==> src/inc/pts_pkg.sv <==
// shared constants of the peripheral trigger select block
package pts_pkg;

    // ********************************************************
    // register bus
    // ********************************************************
    localparam int          DATA_W      = 32;
    localparam int          ADDR_W      = 4;
    localparam logic [3:0]  ADDR_CONV1  = 4'h0;
    localparam logic [3:0]  ADDR_CONV2  = 4'h1;
    localparam logic [3:0]  ADDR_SP1    = 4'h2;
    localparam logic [3:0]  ADDR_SP3    = 4'h3;
    localparam logic [3:0]  ADDR_SP5    = 4'h4;
    localparam logic [3:0]  ADDR_TICK1  = 4'h5;
    localparam logic [3:0]  ADDR_TICK3  = 4'h6;
    localparam logic [3:0]  ADDR_TICK5  = 4'h7;
    localparam logic [3:0]  ADDR_LEVEL  = 4'h8;
    localparam logic [3:0]  ADDR_SEEN   = 4'h9;

    // ********************************************************
    // field layout and reset values
    // ********************************************************
    localparam int          CONV_FIELD_W   = 4;
    localparam int          CONV_SEL_LSB   = 0;
    localparam int          CONV_POL_BIT   = 3;
    localparam int          CONV_CTRL_W    = 12;
    localparam int          SP_FIELD_W     = 4;
    localparam int          TICK_W         = 16;
    localparam logic [11:0] CONV_CTRL_RST  = 12'h888;
    localparam logic [3:0]  SP_SEL_RST     = 4'h0;
    localparam logic [15:0] TICK_PER_RST   = 16'h0000;

    // ********************************************************
    // converter source codes
    // ********************************************************
    localparam logic [2:0]  CONV_SRC_PIN   = 3'h0;
    localparam logic [2:0]  CONV_SRC_T8    = 3'h1;
    localparam logic [2:0]  CONV_SRC_T10   = 3'h2;
    localparam logic [2:0]  CONV_SRC_RTIC  = 3'h3;
    localparam logic [2:0]  CONV_SRC_T17   = 3'h4;
    localparam logic [2:0]  CONV_SRC_T19   = 3'h5;
    localparam logic [2:0]  CONV_SRC_PB0   = 3'h6;
    localparam logic [2:0]  CONV_SRC_PB1   = 3'h7;

    // ********************************************************
    // serial port source codes
    // ********************************************************
    localparam logic [3:0]  SP_SRC_OFF     = 4'h0;
    localparam logic [3:0]  SP_SRC_PA0     = 4'h1;
    localparam logic [3:0]  SP_SRC_PA7     = 4'h8;
    localparam logic [3:0]  SP_SRC_T8      = 4'h9;
    localparam logic [3:0]  SP_SRC_T10     = 4'ha;
    localparam logic [3:0]  SP_SRC_T12     = 4'hb;
    localparam logic [3:0]  SP_SRC_T14     = 4'hc;
    localparam logic [3:0]  SP_SRC_T16     = 4'hd;
    localparam logic [3:0]  SP_SRC_T18     = 4'he;
    localparam logic [3:0]  SP_SRC_TICK    = 4'hf;

    // ********************************************************
    // synchronised pin vector positions
    // ********************************************************
    localparam int          PIN_CONV1      = 0;
    localparam int          PIN_CONV2      = 1;
    localparam int          PIN_PA0        = 2;
    localparam int          PIN_PB0        = 10;
    localparam int          PIN_PB1        = 11;
    localparam int          PIN_T8         = 12;
    localparam int          PIN_T10        = 13;
    localparam int          PIN_T12        = 14;
    localparam int          PIN_T14        = 15;
    localparam int          PIN_T16        = 16;
    localparam int          PIN_T17        = 17;
    localparam int          PIN_T18        = 18;
    localparam int          PIN_T19        = 19;
    localparam int          N_PIN          = 20;

endpackage

==> src/hw/pts_edge_det.sv <==
// edge detector for one trigger channel
module pts_edge_det (
    // clock and reset
    input  wire logic clk,
    input  wire logic rst,
    // selected source
    input  wire logic level,
    input  wire logic rise_sel,
    input  wire logic enable,
    input  wire logic restart,
    // start pulse
    output logic      pulse
);

    typedef struct packed {
        logic prev;
        logic primed;
        logic pulse;
    } pts_edge_s;

    pts_edge_s st_q;
    pts_edge_s st_d;

    // history is dropped on a new selection so the swap itself never fires
    always_comb
    begin
        st_d        = st_q;
        st_d.prev   = level;
        st_d.primed = !restart;
        st_d.pulse  = enable && st_q.primed && !restart &&
                      (rise_sel ? (level && !st_q.prev) : (!level && st_q.prev));
    end

    always_ff @(posedge clk)
    begin
        if (rst)
            st_q <= '0;
        else
            st_q <= st_d;
    end

    assign pulse = st_q.pulse;
endmodule

==> src/hw/pts_trigger_select.sv <==
// trigger source selection for two converters and three serial ports
// Operation
// all three converter groups take external events
// each group: own source and polarity
// converter one source code decode table
// converter two: code zero uses own pin
// sources usable even when pin unbonded
// software drives pin triggers, input or output; here no register drives a pin, all pins are inputs only
// rising polarity fires on compare assertion
// falling polarity fires on compare release
// four bit select, zero disables group
// codes one to eight: port a pins
// codes nine to fourteen timers, fifteen tick
// tick counter fires periodically
// transfer groups triggered independently
// synchronise, one cycle pulse on edge
// selection change gives no spurious pulse
//
// The plain strobed port and the address map were decided locally.
module pts_trigger_select #(
    parameter int TG_COUNT = 4
) (
    // clock and reset
    input  wire logic                     clk,
    input  wire logic                     rst,
    // register port
    input  wire logic [pts_pkg::ADDR_W-1:0] addr,
    input  wire logic [pts_pkg::DATA_W-1:0] wdata,
    input  wire logic                     wr_stb,
    input  wire logic                     rd_stb,
    output logic [pts_pkg::DATA_W-1:0]    rdata,
    // trigger sources
    input  wire logic                     conv1_external_event_pin,
    input  wire logic                     conv2_external_event_pin,
    input  wire logic [7:0]               port_a_pin,
    input  wire logic [1:0]               port_b_pin,
    input  wire logic [19:0]              timer_channel,
    input  wire logic                     realtime_interrupt_compare,
    // start pulses
    output logic [2:0]                    conv1_trigger,
    output logic [2:0]                    conv2_trigger,
    output logic [TG_COUNT-1:0]           sp1_trigger,
    output logic [TG_COUNT-1:0]           sp3_trigger,
    output logic [TG_COUNT-1:0]           sp5_trigger
);

    localparam int SPW   = pts_pkg::SP_FIELD_W * TG_COUNT;
    localparam int NSP   = 3 * TG_COUNT;
    localparam int NCH   = 6 + NSP;

    typedef struct packed {
        logic [1:0][pts_pkg::CONV_CTRL_W-1:0] conv_ctrl;
        logic [2:0][SPW-1:0]                  sp_sel;
        logic [2:0][pts_pkg::TICK_W-1:0]      tick_per;
        logic [2:0][pts_pkg::TICK_W-1:0]      tick_cnt;
        logic [2:0]                           tick;
        logic [pts_pkg::N_PIN-1:0]            s1;
        logic [pts_pkg::N_PIN-1:0]            s2;
        logic [pts_pkg::N_PIN-1:0]            s3;
        logic [pts_pkg::N_PIN-1:0]            filt;
        logic [NCH-1:0]                       seen;
        logic [pts_pkg::DATA_W-1:0]           rdata;
    } pts_state_s;

    pts_state_s q;
    pts_state_s d;

    logic [pts_pkg::N_PIN-1:0] pin_raw;
    logic [pts_pkg::N_PIN-1:0] agree;
    logic [NCH-1:0]            trig;
    logic [5:0]                conv_lvl;
    logic [NSP-1:0]            sp_lvl;

    // ********************************************************
    // source decode
    // ********************************************************
    function automatic logic conv_pick(input logic [2:0] sel, input logic own_pin,
                                       input logic [pts_pkg::N_PIN-1:0] f, input logic rtic);
        logic r;
        r = 1'b0;
        case (sel)
            pts_pkg::CONV_SRC_PIN:  r = own_pin;
            pts_pkg::CONV_SRC_T8:   r = f[pts_pkg::PIN_T8];
            pts_pkg::CONV_SRC_T10:  r = f[pts_pkg::PIN_T10];
            pts_pkg::CONV_SRC_RTIC: r = rtic;
            pts_pkg::CONV_SRC_T17:  r = f[pts_pkg::PIN_T17];
            pts_pkg::CONV_SRC_T19:  r = f[pts_pkg::PIN_T19];
            pts_pkg::CONV_SRC_PB0:  r = f[pts_pkg::PIN_PB0];
            pts_pkg::CONV_SRC_PB1:  r = f[pts_pkg::PIN_PB1];
            default:                r = 1'b0;
        endcase
        return r;
    endfunction

    function automatic logic sp_pick(input logic [3:0] sel, input logic [pts_pkg::N_PIN-1:0] f,
                                     input logic tick);
        logic r;
        r = 1'b0;
        if (sel >= pts_pkg::SP_SRC_PA0 && sel <= pts_pkg::SP_SRC_PA7)
            r = f[pts_pkg::PIN_PA0 + int'(sel) - 1];
        else
        begin
            case (sel)
                pts_pkg::SP_SRC_T8:   r = f[pts_pkg::PIN_T8];
                pts_pkg::SP_SRC_T10:  r = f[pts_pkg::PIN_T10];
                pts_pkg::SP_SRC_T12:  r = f[pts_pkg::PIN_T12];
                pts_pkg::SP_SRC_T14:  r = f[pts_pkg::PIN_T14];
                pts_pkg::SP_SRC_T16:  r = f[pts_pkg::PIN_T16];
                pts_pkg::SP_SRC_T18:  r = f[pts_pkg::PIN_T18];
                pts_pkg::SP_SRC_TICK: r = tick;
                default:              r = 1'b0;
            endcase
        end
        return r;
    endfunction

    // ********************************************************
    // pin synchronisers
    // ********************************************************
    // every source is wired in whether or not its pad is bonded
    assign pin_raw = {timer_channel[19], timer_channel[18], timer_channel[17], timer_channel[16],
                      timer_channel[14], timer_channel[12], timer_channel[10], timer_channel[8],
                      port_b_pin, port_a_pin, conv2_external_event_pin,
                      conv1_external_event_pin};
    assign agree   = q.s2 ~^ q.s3;

    // ********************************************************
    // state update
    // ********************************************************
    always_comb
    begin
        d       = q;
        d.s1    = pin_raw;
        d.s2    = q.s1;
        d.s3    = q.s2;
        d.filt  = (agree & q.s3) | (~agree & q.filt);
        d.rdata = '0;

        // register writes
        if (wr_stb)
        begin
            case (addr)
                pts_pkg::ADDR_CONV1: d.conv_ctrl[0] = wdata[pts_pkg::CONV_CTRL_W-1:0];
                pts_pkg::ADDR_CONV2: d.conv_ctrl[1] = wdata[pts_pkg::CONV_CTRL_W-1:0];
                pts_pkg::ADDR_SP1:   d.sp_sel[0]    = wdata[SPW-1:0];
                pts_pkg::ADDR_SP3:   d.sp_sel[1]    = wdata[SPW-1:0];
                pts_pkg::ADDR_SP5:   d.sp_sel[2]    = wdata[SPW-1:0];
                pts_pkg::ADDR_TICK1: d.tick_per[0]  = wdata[pts_pkg::TICK_W-1:0];
                pts_pkg::ADDR_TICK3: d.tick_per[1]  = wdata[pts_pkg::TICK_W-1:0];
                pts_pkg::ADDR_TICK5: d.tick_per[2]  = wdata[pts_pkg::TICK_W-1:0];
                default:             d.rdata        = '0;
            endcase
        end

        // periodic tick per serial port, period zero stops it
        for (int p = 0; p < 3; p++)
        begin
            d.tick[p] = 1'b0;
            if (q.tick_per[p] == pts_pkg::TICK_PER_RST)
                d.tick_cnt[p] = '0;
            else if (q.tick_cnt[p] == '0)
            begin
                d.tick[p]     = 1'b1;
                d.tick_cnt[p] = q.tick_per[p] - 16'h0001;
            end
            else
                d.tick_cnt[p] = q.tick_cnt[p] - 16'h0001;
        end

        // sticky seen flags, a new pulse beats a clear in the same cycle
        if (wr_stb && addr == pts_pkg::ADDR_SEEN)
            d.seen = q.seen & ~wdata[NCH-1:0];
        d.seen = d.seen | trig;

        // read data, valid only in the cycle after the strobe
        if (rd_stb)
        begin
            case (addr)
                pts_pkg::ADDR_CONV1: d.rdata = 32'(q.conv_ctrl[0]);
                pts_pkg::ADDR_CONV2: d.rdata = 32'(q.conv_ctrl[1]);
                pts_pkg::ADDR_SP1:   d.rdata = 32'(q.sp_sel[0]);
                pts_pkg::ADDR_SP3:   d.rdata = 32'(q.sp_sel[1]);
                pts_pkg::ADDR_SP5:   d.rdata = 32'(q.sp_sel[2]);
                pts_pkg::ADDR_TICK1: d.rdata = 32'(q.tick_per[0]);
                pts_pkg::ADDR_TICK3: d.rdata = 32'(q.tick_per[1]);
                pts_pkg::ADDR_TICK5: d.rdata = 32'(q.tick_per[2]);
                pts_pkg::ADDR_LEVEL: d.rdata = 32'(q.filt);
                pts_pkg::ADDR_SEEN:  d.rdata = 32'(q.seen);
                default:             d.rdata = '0;
            endcase
        end
    end

    always_ff @(posedge clk)
    begin
        if (rst)
        begin
            q              <= '0;
            q.conv_ctrl[0] <= pts_pkg::CONV_CTRL_RST;
            q.conv_ctrl[1] <= pts_pkg::CONV_CTRL_RST;
            q.tick_per     <= {3{pts_pkg::TICK_PER_RST}};
            q.sp_sel       <= {(3 * TG_COUNT){pts_pkg::SP_SEL_RST}};
        end
        else
            q <= d;
    end

    // ********************************************************
    // converter channels
    // ********************************************************
    // channel c: converter c/3, group c%3 (group 1, group 2, event group)
    for (genvar c = 0; c < 6; c++)
    begin : g_conv
        localparam int CV  = c / 3;
        localparam int LSB = (c % 3) * pts_pkg::CONV_FIELD_W;
        logic [3:0] fld_q;
        logic [3:0] fld_d;
        assign fld_q       = q.conv_ctrl[CV][LSB +: pts_pkg::CONV_FIELD_W];
        assign fld_d       = d.conv_ctrl[CV][LSB +: pts_pkg::CONV_FIELD_W];
        assign conv_lvl[c] = conv_pick(fld_q[pts_pkg::CONV_SEL_LSB +: 3],
                                       (CV == 0) ? q.filt[pts_pkg::PIN_CONV1] : q.filt[pts_pkg::PIN_CONV2],
                                       q.filt, realtime_interrupt_compare);
        pts_edge_det u_edge (
            .clk      (clk),
            .rst      (rst),
            .level    (conv_lvl[c]),
            .rise_sel (fld_q[pts_pkg::CONV_POL_BIT]),
            .enable   (1'b1),
            .restart  (fld_d != fld_q),
            .pulse    (trig[c])
        );
    end

    // ********************************************************
    // serial port transfer group channels
    // ********************************************************
    // each transfer group of each port is its own channel
    for (genvar k = 0; k < NSP; k++)
    begin : g_sp
        localparam int PORT = k / TG_COUNT;
        localparam int LSB  = (k % TG_COUNT) * pts_pkg::SP_FIELD_W;
        logic [3:0] sel_q;
        logic [3:0] sel_d;
        assign sel_q     = q.sp_sel[PORT][LSB +: pts_pkg::SP_FIELD_W];
        assign sel_d     = d.sp_sel[PORT][LSB +: pts_pkg::SP_FIELD_W];
        assign sp_lvl[k] = sp_pick(sel_q, q.filt, q.tick[PORT]);
        pts_edge_det u_edge (
            .clk      (clk),
            .rst      (rst),
            .level    (sp_lvl[k]),
            .rise_sel (1'b1),
            .enable   (sel_q != pts_pkg::SP_SRC_OFF),
            .restart  (sel_d != sel_q),
            .pulse    (trig[6 + k])
        );
    end

    // ********************************************************
    // outputs
    // ********************************************************
    assign rdata         = q.rdata;
    assign conv1_trigger = trig[2:0];
    assign conv2_trigger = trig[5:3];
    assign sp1_trigger   = trig[6 +: TG_COUNT];
    assign sp3_trigger   = trig[6 + TG_COUNT +: TG_COUNT];
    assign sp5_trigger   = trig[6 + 2 * TG_COUNT +: TG_COUNT];
endmodule

==> config.mk <==
export PLATFORM = sky130hd
export DESIGN_NAME = pts_trigger_select
export DESIGN_NICKNAME = d
export VERILOG_FILES = /design/src/inc/pts_pkg.sv /design/src/hw/pts_edge_det.sv /design/src/hw/pts_trigger_select.sv
export SDC_FILE = /design/constraint.sdc
export NUM_CORES = 1
export LEC_CHECK = 0
export BUFFER_PORTS_ARGS = -buffer_cell sky130_fd_sc_hd__buf_4
export CAP_MARGIN = 20
export CORE_ASPECT_RATIO = 0.8
export CORE_MARGIN = 1.5
export CORE_UTILIZATION = 66
export DETAILED_ROUTE_END_ITERATION = 8
export PLACE_DENSITY = 0.82
export SLEW_MARGIN = 10
export SYNTH_ARGS = -nofsm -noshare
export SYNTH_HDL_FRONTEND = slang
export SYNTH_SLANG_ARGS = --single-unit
==> constraint.sdc <==
create_clock -name clk -period 8.9 [get_ports clk]
set_input_delay 0.89 -clock clk [delete_from_list [all_inputs] [get_ports clk]]
set_output_delay 0.89 -clock clk [all_outputs]
set_load 0.05 [all_outputs]
==> results of run 1 <==
-- synthesized netlist by cell type, types with 11 or more instances --
cell type  instances  area share
xor2_1            22       0.010
o2111ai_1         11      0.0052
nand4_1           17      0.0057
a22oi_1           15      0.0060
nor2_1           199       0.040
or3_1             21      0.0070
buf_4             51       0.021
a21oi_1          188       0.050
ha_1              55       0.037
nand3_1           11      0.0030
nor2b_1           70       0.023
a221oi_1          20      0.0094
a22o_1            23       0.011
nand3b_1          21      0.0085
o21ai_0           55       0.015
mux2i_1           82       0.044
mux4_2            59       0.071
dfxtp_1          343        0.37
nand2_1          265       0.053
a31oi_1           26      0.0087
nand2b_1          21      0.0070
xnor2_1           84       0.039
clkbuf_1         152       0.031
inv_1             42      0.0085
nor4_1            17      0.0057
nor3_1            38       0.010
and3_1            16      0.0054
a222oi_1          33       0.018
-- kinds of logic (layout without fill, tap and decap cells) --
group,count (synthesis),count (layout),synth area share
AOI/OAI and AO/OA,445,445,0.158
adders and majority gates,55,55,0.0369
DFF,343,343,0.368
muxes,150,150,0.121
xor gates and xnor gates,106,106,0.0498
and+or+nand+nor,766,766,0.202
other,1,12,0.000201
buffers and inverters,260,207,0.0641
-- flip-flops by register name, indices dropped and copies added, names as in the netlist, named ones only --
register and count:
q 137, g_sp.sel_q 48, d 40, g_conv.fld_q 24, g_sp.u_edge.st_q 24, rdata 20
g_conv.u_edge.st_q 12, g_sp.u_edge.pulse 12, g_conv.u_edge.pulse 6
-- through the flow --
step / instances / utilization / setup slack (ns) / total power [µW]
4_1_cts: 2448 / 0.730 / 5.17 / 3740
3_5_place_dp: 2387 / 0.688 / 5.22 / 2260
5_1_grt: 2448 / 0.730 / 4.74 / 3880
6_report: 2448 / 0.730 / 5.05 / 3740
2_1_floorplan: 2137 / - / 5.80 / 2130
3_3_place_gp: 2387 / 0.688 / 5.29 / 2240
-- area by class of cell --
class	count	share of cell area
Multi-Input combinational cell	1534	0.531
Clock inverter	14	0.00860
Timing Repair Buffer	104	0.0392
Tap cell	364	0.0227
Sequential cell	343	0.342
Inverter	42	0.00786
Clock buffer	47	0.0489
-- cell usage in the layout (no fill, tap or decap), drive strengths merged, types with 20 or more instances in the layout --
master	n
mux4	59
o21ai	57
nand2	265
nor2	199
nor4	21
xor2	22
xnor2	84
a222oi	33
clkbuf	48
nand3b	22
a31oi	26
ha	55
nor2b	70
a21oi	188
a221oi	20
a22o	23
buf	103
nand2b	21
mux2i	82
or3	24
dfxtp	343
nor3	38
inv	43
-- how the worst max path moves through the flow --
stage / start / end / slack [ns] / cells past startpoint
3_3_place_gp: q[176] / q[173] / 5.29 / 11
3_5_place_dp: q[176] / q[171] / 5.22 / 11
4_1_cts: q[176] / q[171] / 5.17 / 11
2_1_floorplan: q[137] / q[143] / 5.80 / 12
6_report: q[176] / q[171] / 5.05 / 11
5_1_grt: q[176] / q[171] / 4.74 / 11
-- power groups by stage --
stage | logic (µW) | registers (µW) | clock network, µW
finish | 606 | 1640 | 1500
global route | 665 | 1640 | 1570
floorplan | 483 | 1650 | 0
global placement | 573 | 1670 | 0
CTS | 594 | 1640 | 1510
detailed placement | 591 | 1670 | 0
-- layer usage --
layer | vias up | GRT usage
met5 | - | 0
met4 | 2 | 0.164
met3 | 227 | 0.0827
met2 | 1130 | 0.556
met1 | 7714 | 0.491
li1 | 7406 | -
-- critical path: cells and delay by family, from the launching register on --
family	cells	cell delay (ns)
compound gates	3	0.79
xor+xnor	1	0.17
fa+ha+maj	1	0.26
flops	1	0.33
simple gates	6	2.19
==> out/qor.yml, run 1 <==
setup_path:
  r2r_slack_ns: 5.05
  end_kind: "register"
  reg2regPathDepth: 11
  arrival_ns: 4.30
  cp_data_required_time_ns: 9.34
  r2r_start: "q[176]"
  cpMaxStageDelayCell: "nor2_1"
  crit_fanout: 16
  path_class: "reg -> reg"
  cpMostUsedCell: "nor2_1"
  cp_cell_sequence: "nor4_2 > nand4_1 > nor2_1 > a21oi_1 > ha_1 > or3b_2 > nor2_1 > o21ai_1 > nor2_1 > xnor2_1 > a211oi_1"
  r2r-end: "q[171]"
  slowest_delay_ns: 0.92
  start_kind: "register"
layout:
  fill_cells: 1983
  layout.nets: 2188
  drive_above_1_share: 0.123
  final_area_um2: 20100
  area_growth_pct: 7.62
  n_antenna_cell: 0
  final-seq-area_um2: 6870
  multi_input_area_um2: 10600
floorplanning:
  die_x_um: 191
  coreArea_um2: 27500
  die_h_um: 153
  row_count: 54
  fp.dieArea_um2: 29300
  io_pins: 123
  initial_utilization: 0.678
clocking:
  postCtsSetupRepairBufs: 0
  cts_inserted_buffers: 35
  cts_tree: "built"
  cts_htree_levels: 2
  cts.path.max_buffers: 3
  path_clk_slew_ns: 0.07
  cts_resized: 0
  cts_sinks: 343
  holdBufCountCts: 0
  cts-root-buf: "clkbuf_16"
  clkLatencyLatePin_ns: 0.54
drt:
  wl_met3_um: 7210
  wl_per_cell_um: 21.8
  drt-initial-drc-count: 2246
  wl_met1_um: 20400
  ant_nets: 0
  met2_length_um: 23600
  drc: 0
  viasPerCell: 6.73
  drt-pass1-iter-count: 7
  maxUsedRoutingLayer: "met5"
  wirelength_um: 53500
  vias: 16500
grt:
  grt_use_total: 0.364
  grt.overflow.total: 0
  grt_pass1_vias: 15600
  antenna_found_initial: 2
  grt_pass1_wl_um: 84500
  grt_start_max_net_pins: 102
timing:
  hold_slack_ns: 0.434
  worstMarginPinSlew_ns: 1.09
  fmax_mhz: 259
  rsz0062_at_grt: "false"
  skew_ns: 0.0198
  drv_slew: 0
  finalSetupViolCount: 0
  finalCriticalPeriod_ns: 3.85
  period_share: 0.433
  fin_tns_setup_ns: 0
  relSlewSlack: 0.274
  hold_violations: 0
hold_path:
  hold_depth: 1
  worstHoldStart: "d[98]"
  min_to: "d[78]"
  hp-class: "reg -> reg"
synthesis:
  ys_ff_latch: 343
  synth-edff-count: 0
  avgSynthCellArea_um2: 8.77
  yosysUniqueCellTypes: 80
  synthCells: 2126
  ys_async_sr_fraction: 0
  synth_ff_type: "dfxtp_1"
  netlist_area_um2: 18600
  yosysSeqAreaShare: 0.368
  yosys_warnings: 0
run:
  drv_cap: 0
place:
  place_hpwl_um: 36100
  io_buffers: 84
  place.gp.congestion: 0.930
  dpl-instance-area_um2: 18900
power_and_ir_drop:
  clkPwrFrac: 0.400
  pwr-share-seq: 0.438
  p_switching_uw: 1070
  ir_worst_vdd_mv: 0.166
  p_leak_uw: 0.00732
  sw_frac_of_total: 0.285
  p_int_uw: 2680
  powerDensity_nw_per_um2: 187
  p_comb_frac: 0.162
run_status:
  status: "completed"
(Power assumes the default switching activity.)
==> run 2, diff against run 1 <==
--- a/config.mk
+++ b/config.mk
@@ -5,13 +5,14 @@
 export SDC_FILE = /design/constraint.sdc
 export NUM_CORES = 1
 export LEC_CHECK = 0
+export ABC_AREA = 1
 export BUFFER_PORTS_ARGS = -buffer_cell sky130_fd_sc_hd__buf_4
 export CAP_MARGIN = 20
 export CORE_ASPECT_RATIO = 0.8
 export CORE_MARGIN = 1.5
-export CORE_UTILIZATION = 66
+export CORE_UTILIZATION = 62
 export DETAILED_ROUTE_END_ITERATION = 8
-export PLACE_DENSITY = 0.82
+export PLACE_DENSITY = 0.77
 export SLEW_MARGIN = 10
 export SYNTH_ARGS = -nofsm -noshare
 export SYNTH_HDL_FRONTEND = slang
==> constraint.sdc (replaced) <==
create_clock -name clk -period 3.64 [get_ports clk]
set_input_delay 0.364 -clock clk [delete_from_list [all_inputs] [get_ports clk]]
set_output_delay 0.364 -clock clk [all_outputs]
set_load 0.05 [all_outputs]
==> out/qor.yml, run 2 <==
synthesis:
  ys_async_sr_fraction: 0  # unchanged
  yosys_warnings: 0  # unchanged
  synthCells: 2980  # was 2126
  yosys-top-cells-area: "dfxtp_1, nand2_1, inv_1, nor2_1, a21oi_1"  # was dfxtp_1, mux4_2, nand2_1, a21oi_1, mux2i_1
  yosysMostFrequentCell: "nand2_1"  # was dfxtp_1
  synth_common_cells: "nand2_1, inv_1, nor2_1, dfxtp_1, a21oi_1"  # was dfxtp_1, nand2_1, nor2_1, a21oi_1, clkbuf_1
  yosysUniqueCellTypes: 51  # was 80
  avgSynthCellArea_um2: 6.67  # was 8.77 µm²
  ys_ff_latch: 343  # unchanged
  synth_ff_type: "dfxtp_1"  # unchanged
  yosysSeqAreaShare: 0.345  # was 0.368
  synth_top_area_cell: "dfxtp_1"  # unchanged
  synth-edff-count: 0  # unchanged
  synth_top_area_frac: 0.345  # was 0.368
  netlist_area_um2: 19900  # was 18600 µm²
clocking:
  cts_htree_levels: 2  # unchanged
  postCtsSetupRepairBufs: 0  # unchanged
  holdBufCountCts: 0  # unchanged
  cts-root-buf: "clkbuf_16"  # unchanged
  cts.path.max_buffers: 3  # unchanged
  cts_tree: "built"  # unchanged
  cts_inserted_buffers: 38  # was 35
  cts_resized: 0  # unchanged
  clkLatencyLatePin_ns: 0.56  # was 0.54 ns
  cts_sinks: 343  # unchanged
  path_clk_slew_ns: 0.07  # about the same
timing:
  rsz0062_at_grt: "false"  # unchanged
  hold_violations: 0  # unchanged
  fmax_mhz: 380  # was 259 MHz
  finalSetupViolCount: 0  # unchanged
  relSlewSlack: 0.343  # was 0.274
  finalCriticalPeriod_ns: 2.63  # was 3.85 ns
  skew_ns: 0.0198  # about the same
  drv_slew: 0  # unchanged
  fin_tns_setup_ns: 0  # unchanged
  worstMarginPinSlew_ns: 0.984  # was 1.09 ns
  period_share: 0.723  # was 0.433
power_and_ir_drop:
  p_comb_frac: 0.430  # was 0.162
  sw_frac_of_total: 0.431  # was 0.285
  pwr-share-seq: 0.297  # was 0.438
  p_leak_uw: 0.00927  # was 0.00732 µW
  ir_worst_vdd_mv: 0.807  # was 0.166 mV
  p_int_uw: 7990  # was 2680 µW
  powerDensity_nw_per_um2: 655  # was 187 nW/µm²
  p_switching_uw: 6050  # was 1070 µW
  clkPwrFrac: 0.273  # was 0.400
floorplanning:
  fp.dieArea_um2: 33200  # was 29300 µm²
  coreArea_um2: 31500  # was 27500 µm²
  io_pins: 123  # unchanged
  die_x_um: 203  # was 191 µm
  initial_utilization: 0.631  # was 0.678
  row_count: 58  # was 54
  die_h_um: 163  # was 153 µm
drt:
  drc: 0  # unchanged
  vias: 20500  # was 16500
  drt-initial-drc-count: 2794  # was 2246
  viasPerCell: 6.05  # was 6.73
  ant_nets: 0  # unchanged
  drt-pass1-iter-count: 6  # was 7
  wirelength_um: 67600  # was 53500 µm
  wl_per_cell_um: 20.0  # was 21.8 µm
setup_path:
  cp_cell_sequence: "inv_1 > ha_1 > inv_1 > a21oi_1 > o21ai_0 > o211ai_1 > nand3b_1 > nand3_1 > nand2_1 > nand3_1 > nor2_1"  # was nor4_2 > nand4_1 > nor2_1 > a21oi_1 > ha_1 > or3b_2 > nor2_1 > o21ai_1 > nor2_1 > xnor2_1 > a211oi_1
  cpMaxStageDelayCell: "dfxtp_1"  # was nor2_1
  r2r_slack_ns: 1.01  # was 5.05 ns
  reg2regPathDepth: 11  # unchanged
  r2r_start: "g_sp[4].sel_q[0]"  # was q[176]
  cp_num_buf_inv: 2  # was 0
  arrival_ns: 3.05  # was 4.30 ns
  r2r-end: "g_sp[4].u_edge.pulse"  # was q[171]
  crit_fanout: 21  # was 16
  setup.worst_path.start: "g_sp[4].sel_q[0]"  # was q[176]
  start_kind: "register"  # unchanged
  slowest_delay_ns: 0.72  # was 0.92 ns
  end_kind: "register"  # unchanged
  cp_data_required_time_ns: 4.05  # was 9.34 ns
  path_delay_family: "flip-flops"  # was simple AND/OR/NAND/NOR gates
  path_class: "reg -> reg"  # unchanged
hold_path:
  min_to: "d[103]"  # was d[78]
  hp-class: "in -> reg"  # was reg -> reg
  worstHoldStart: "timer_channel[10]"  # was d[98]
  hold_depth: 3  # was 1
layout:
  final_cells: 3380  # was 2448
  layout.nets: 3061  # was 2188
  top_register: "q"  # unchanged
  drive_above_1_share: 0.0804  # was 0.123
  final_common_cell: "nand2_1"  # was dfxtp_1
  layout_common_cells: "nand2_1, inv_1, nor2_1"  # was dfxtp_1, nand2_1, nor2_1
  area_growth_pct: 7.73  # was 7.62%
  largest_reg_flops: 137  # unchanged
grt:
  antenna_found_initial: 3  # was 2
  grt_pass1_vias: 18500  # was 15600
  grt.overflow.total: 0  # unchanged
  grt_start_max_net_pins: 128  # was 102
  grt_use_total: 0.400  # was 0.364
  grt_pass1_wl_um: 103000  # was 84500 µm
place:
  place_hpwl_um: 48000  # was 36100 µm
  io_buffers: 84  # unchanged
  place.gp.congestion: 1.02  # was 0.930
  dp_cells: 3313  # was 2387
run:
  drv_cap: 0  # unchanged
run_status:
  status: "completed"  # unchanged
[run 2: per-layer routing]
layer	vias up	wire length [µm]	track usage
met4	0	3030	0.170
met1	9346	27900	0.551
met5	-	0	0
met2	1195	27700	0.593
met3	240	9040	0.101
li1	9682	-	-
[run 2: how the worst max path moves through the flow]
| stage | slack [ns] | endpoint | depth (start not counted) |
|---|---|---|---|
| 6_report | 1.01 | g_sp[4].u_edge.pulse | 11 |
| 3_3_place_gp | 1.16 | g_conv[4].u_edge.pulse | 11 |
| 3_5_place_dp | 1.12 | q[145] | 12 |
| 2_1_floorplan | 1.72 | g_sp[6].u_edge.pulse | 11 |
| 4_1_cts | 1.09 | q[145] | 12 |
| 5_1_grt | 0.82 | q[143] | 11 |
[run 2: power by group through the flow]
stage               logic, µW  clock network, µW  registers, µW
CTS                      5940               3860           4160
finish                   6040               3840           4170
detailed placement       5900                  0           4240
global placement         5750                  0           4240
global route             6720               4010           4190
floorplan                4850                  0           4180
[run 2: metrics by stage]
step	setup WS [ns]	hold WS, ns	util	power [µW]	instance area, µm²
2_1_floorplan	1.72	0.388	-	9030	19900
3_3_place_gp	1.16	0.388	0.642	9990	20200
3_5_place_dp	1.12	0.392	0.642	10100	20200
4_1_cts	1.09	0.0125	0.680	14000	21400
5_1_grt	0.816	0.0193	0.680	14900	21400
6_report	1.01	0.0155	0.680	14000	21400
[run 2: cell type report]
type / instances / area [µm²]
antenna: 1 / 2.50
clock buffer: 49 / 1050
clock inverter: 17 / 156
fill: 2770 / 10100
inverter: 421 / 1580
multi-input combinational: 2021 / 10400
sequential: 343 / 6870
tap: 420 / 526
timing repair buffer: 108 / 827
[run 2: kinds of logic after synthesis]
| kind of cell | after synthesis | synth area share |
|---|---|---|
| buffers and inverters | 627 | 0.133 |
| other | 1 | 0.000189 |
| AND/OR/NAND/NOR | 1225 | 0.275 |
| AO/OA/AOI/OAI | 709 | 0.203 |
| adder cells (fa/ha/maj) | 55 | 0.0346 |
| XOR/XNOR | 20 | 0.00881 |
| flip-flops | 343 | 0.345 |
[run 2: tightest hold or removal path: cells and delay by family]
| kind | cells | cell delay, ns |
|---|---|---|
| buffers and inverters | 2 | 0.11 |
| AND/OR/NAND/NOR | 1 | 0.06 |
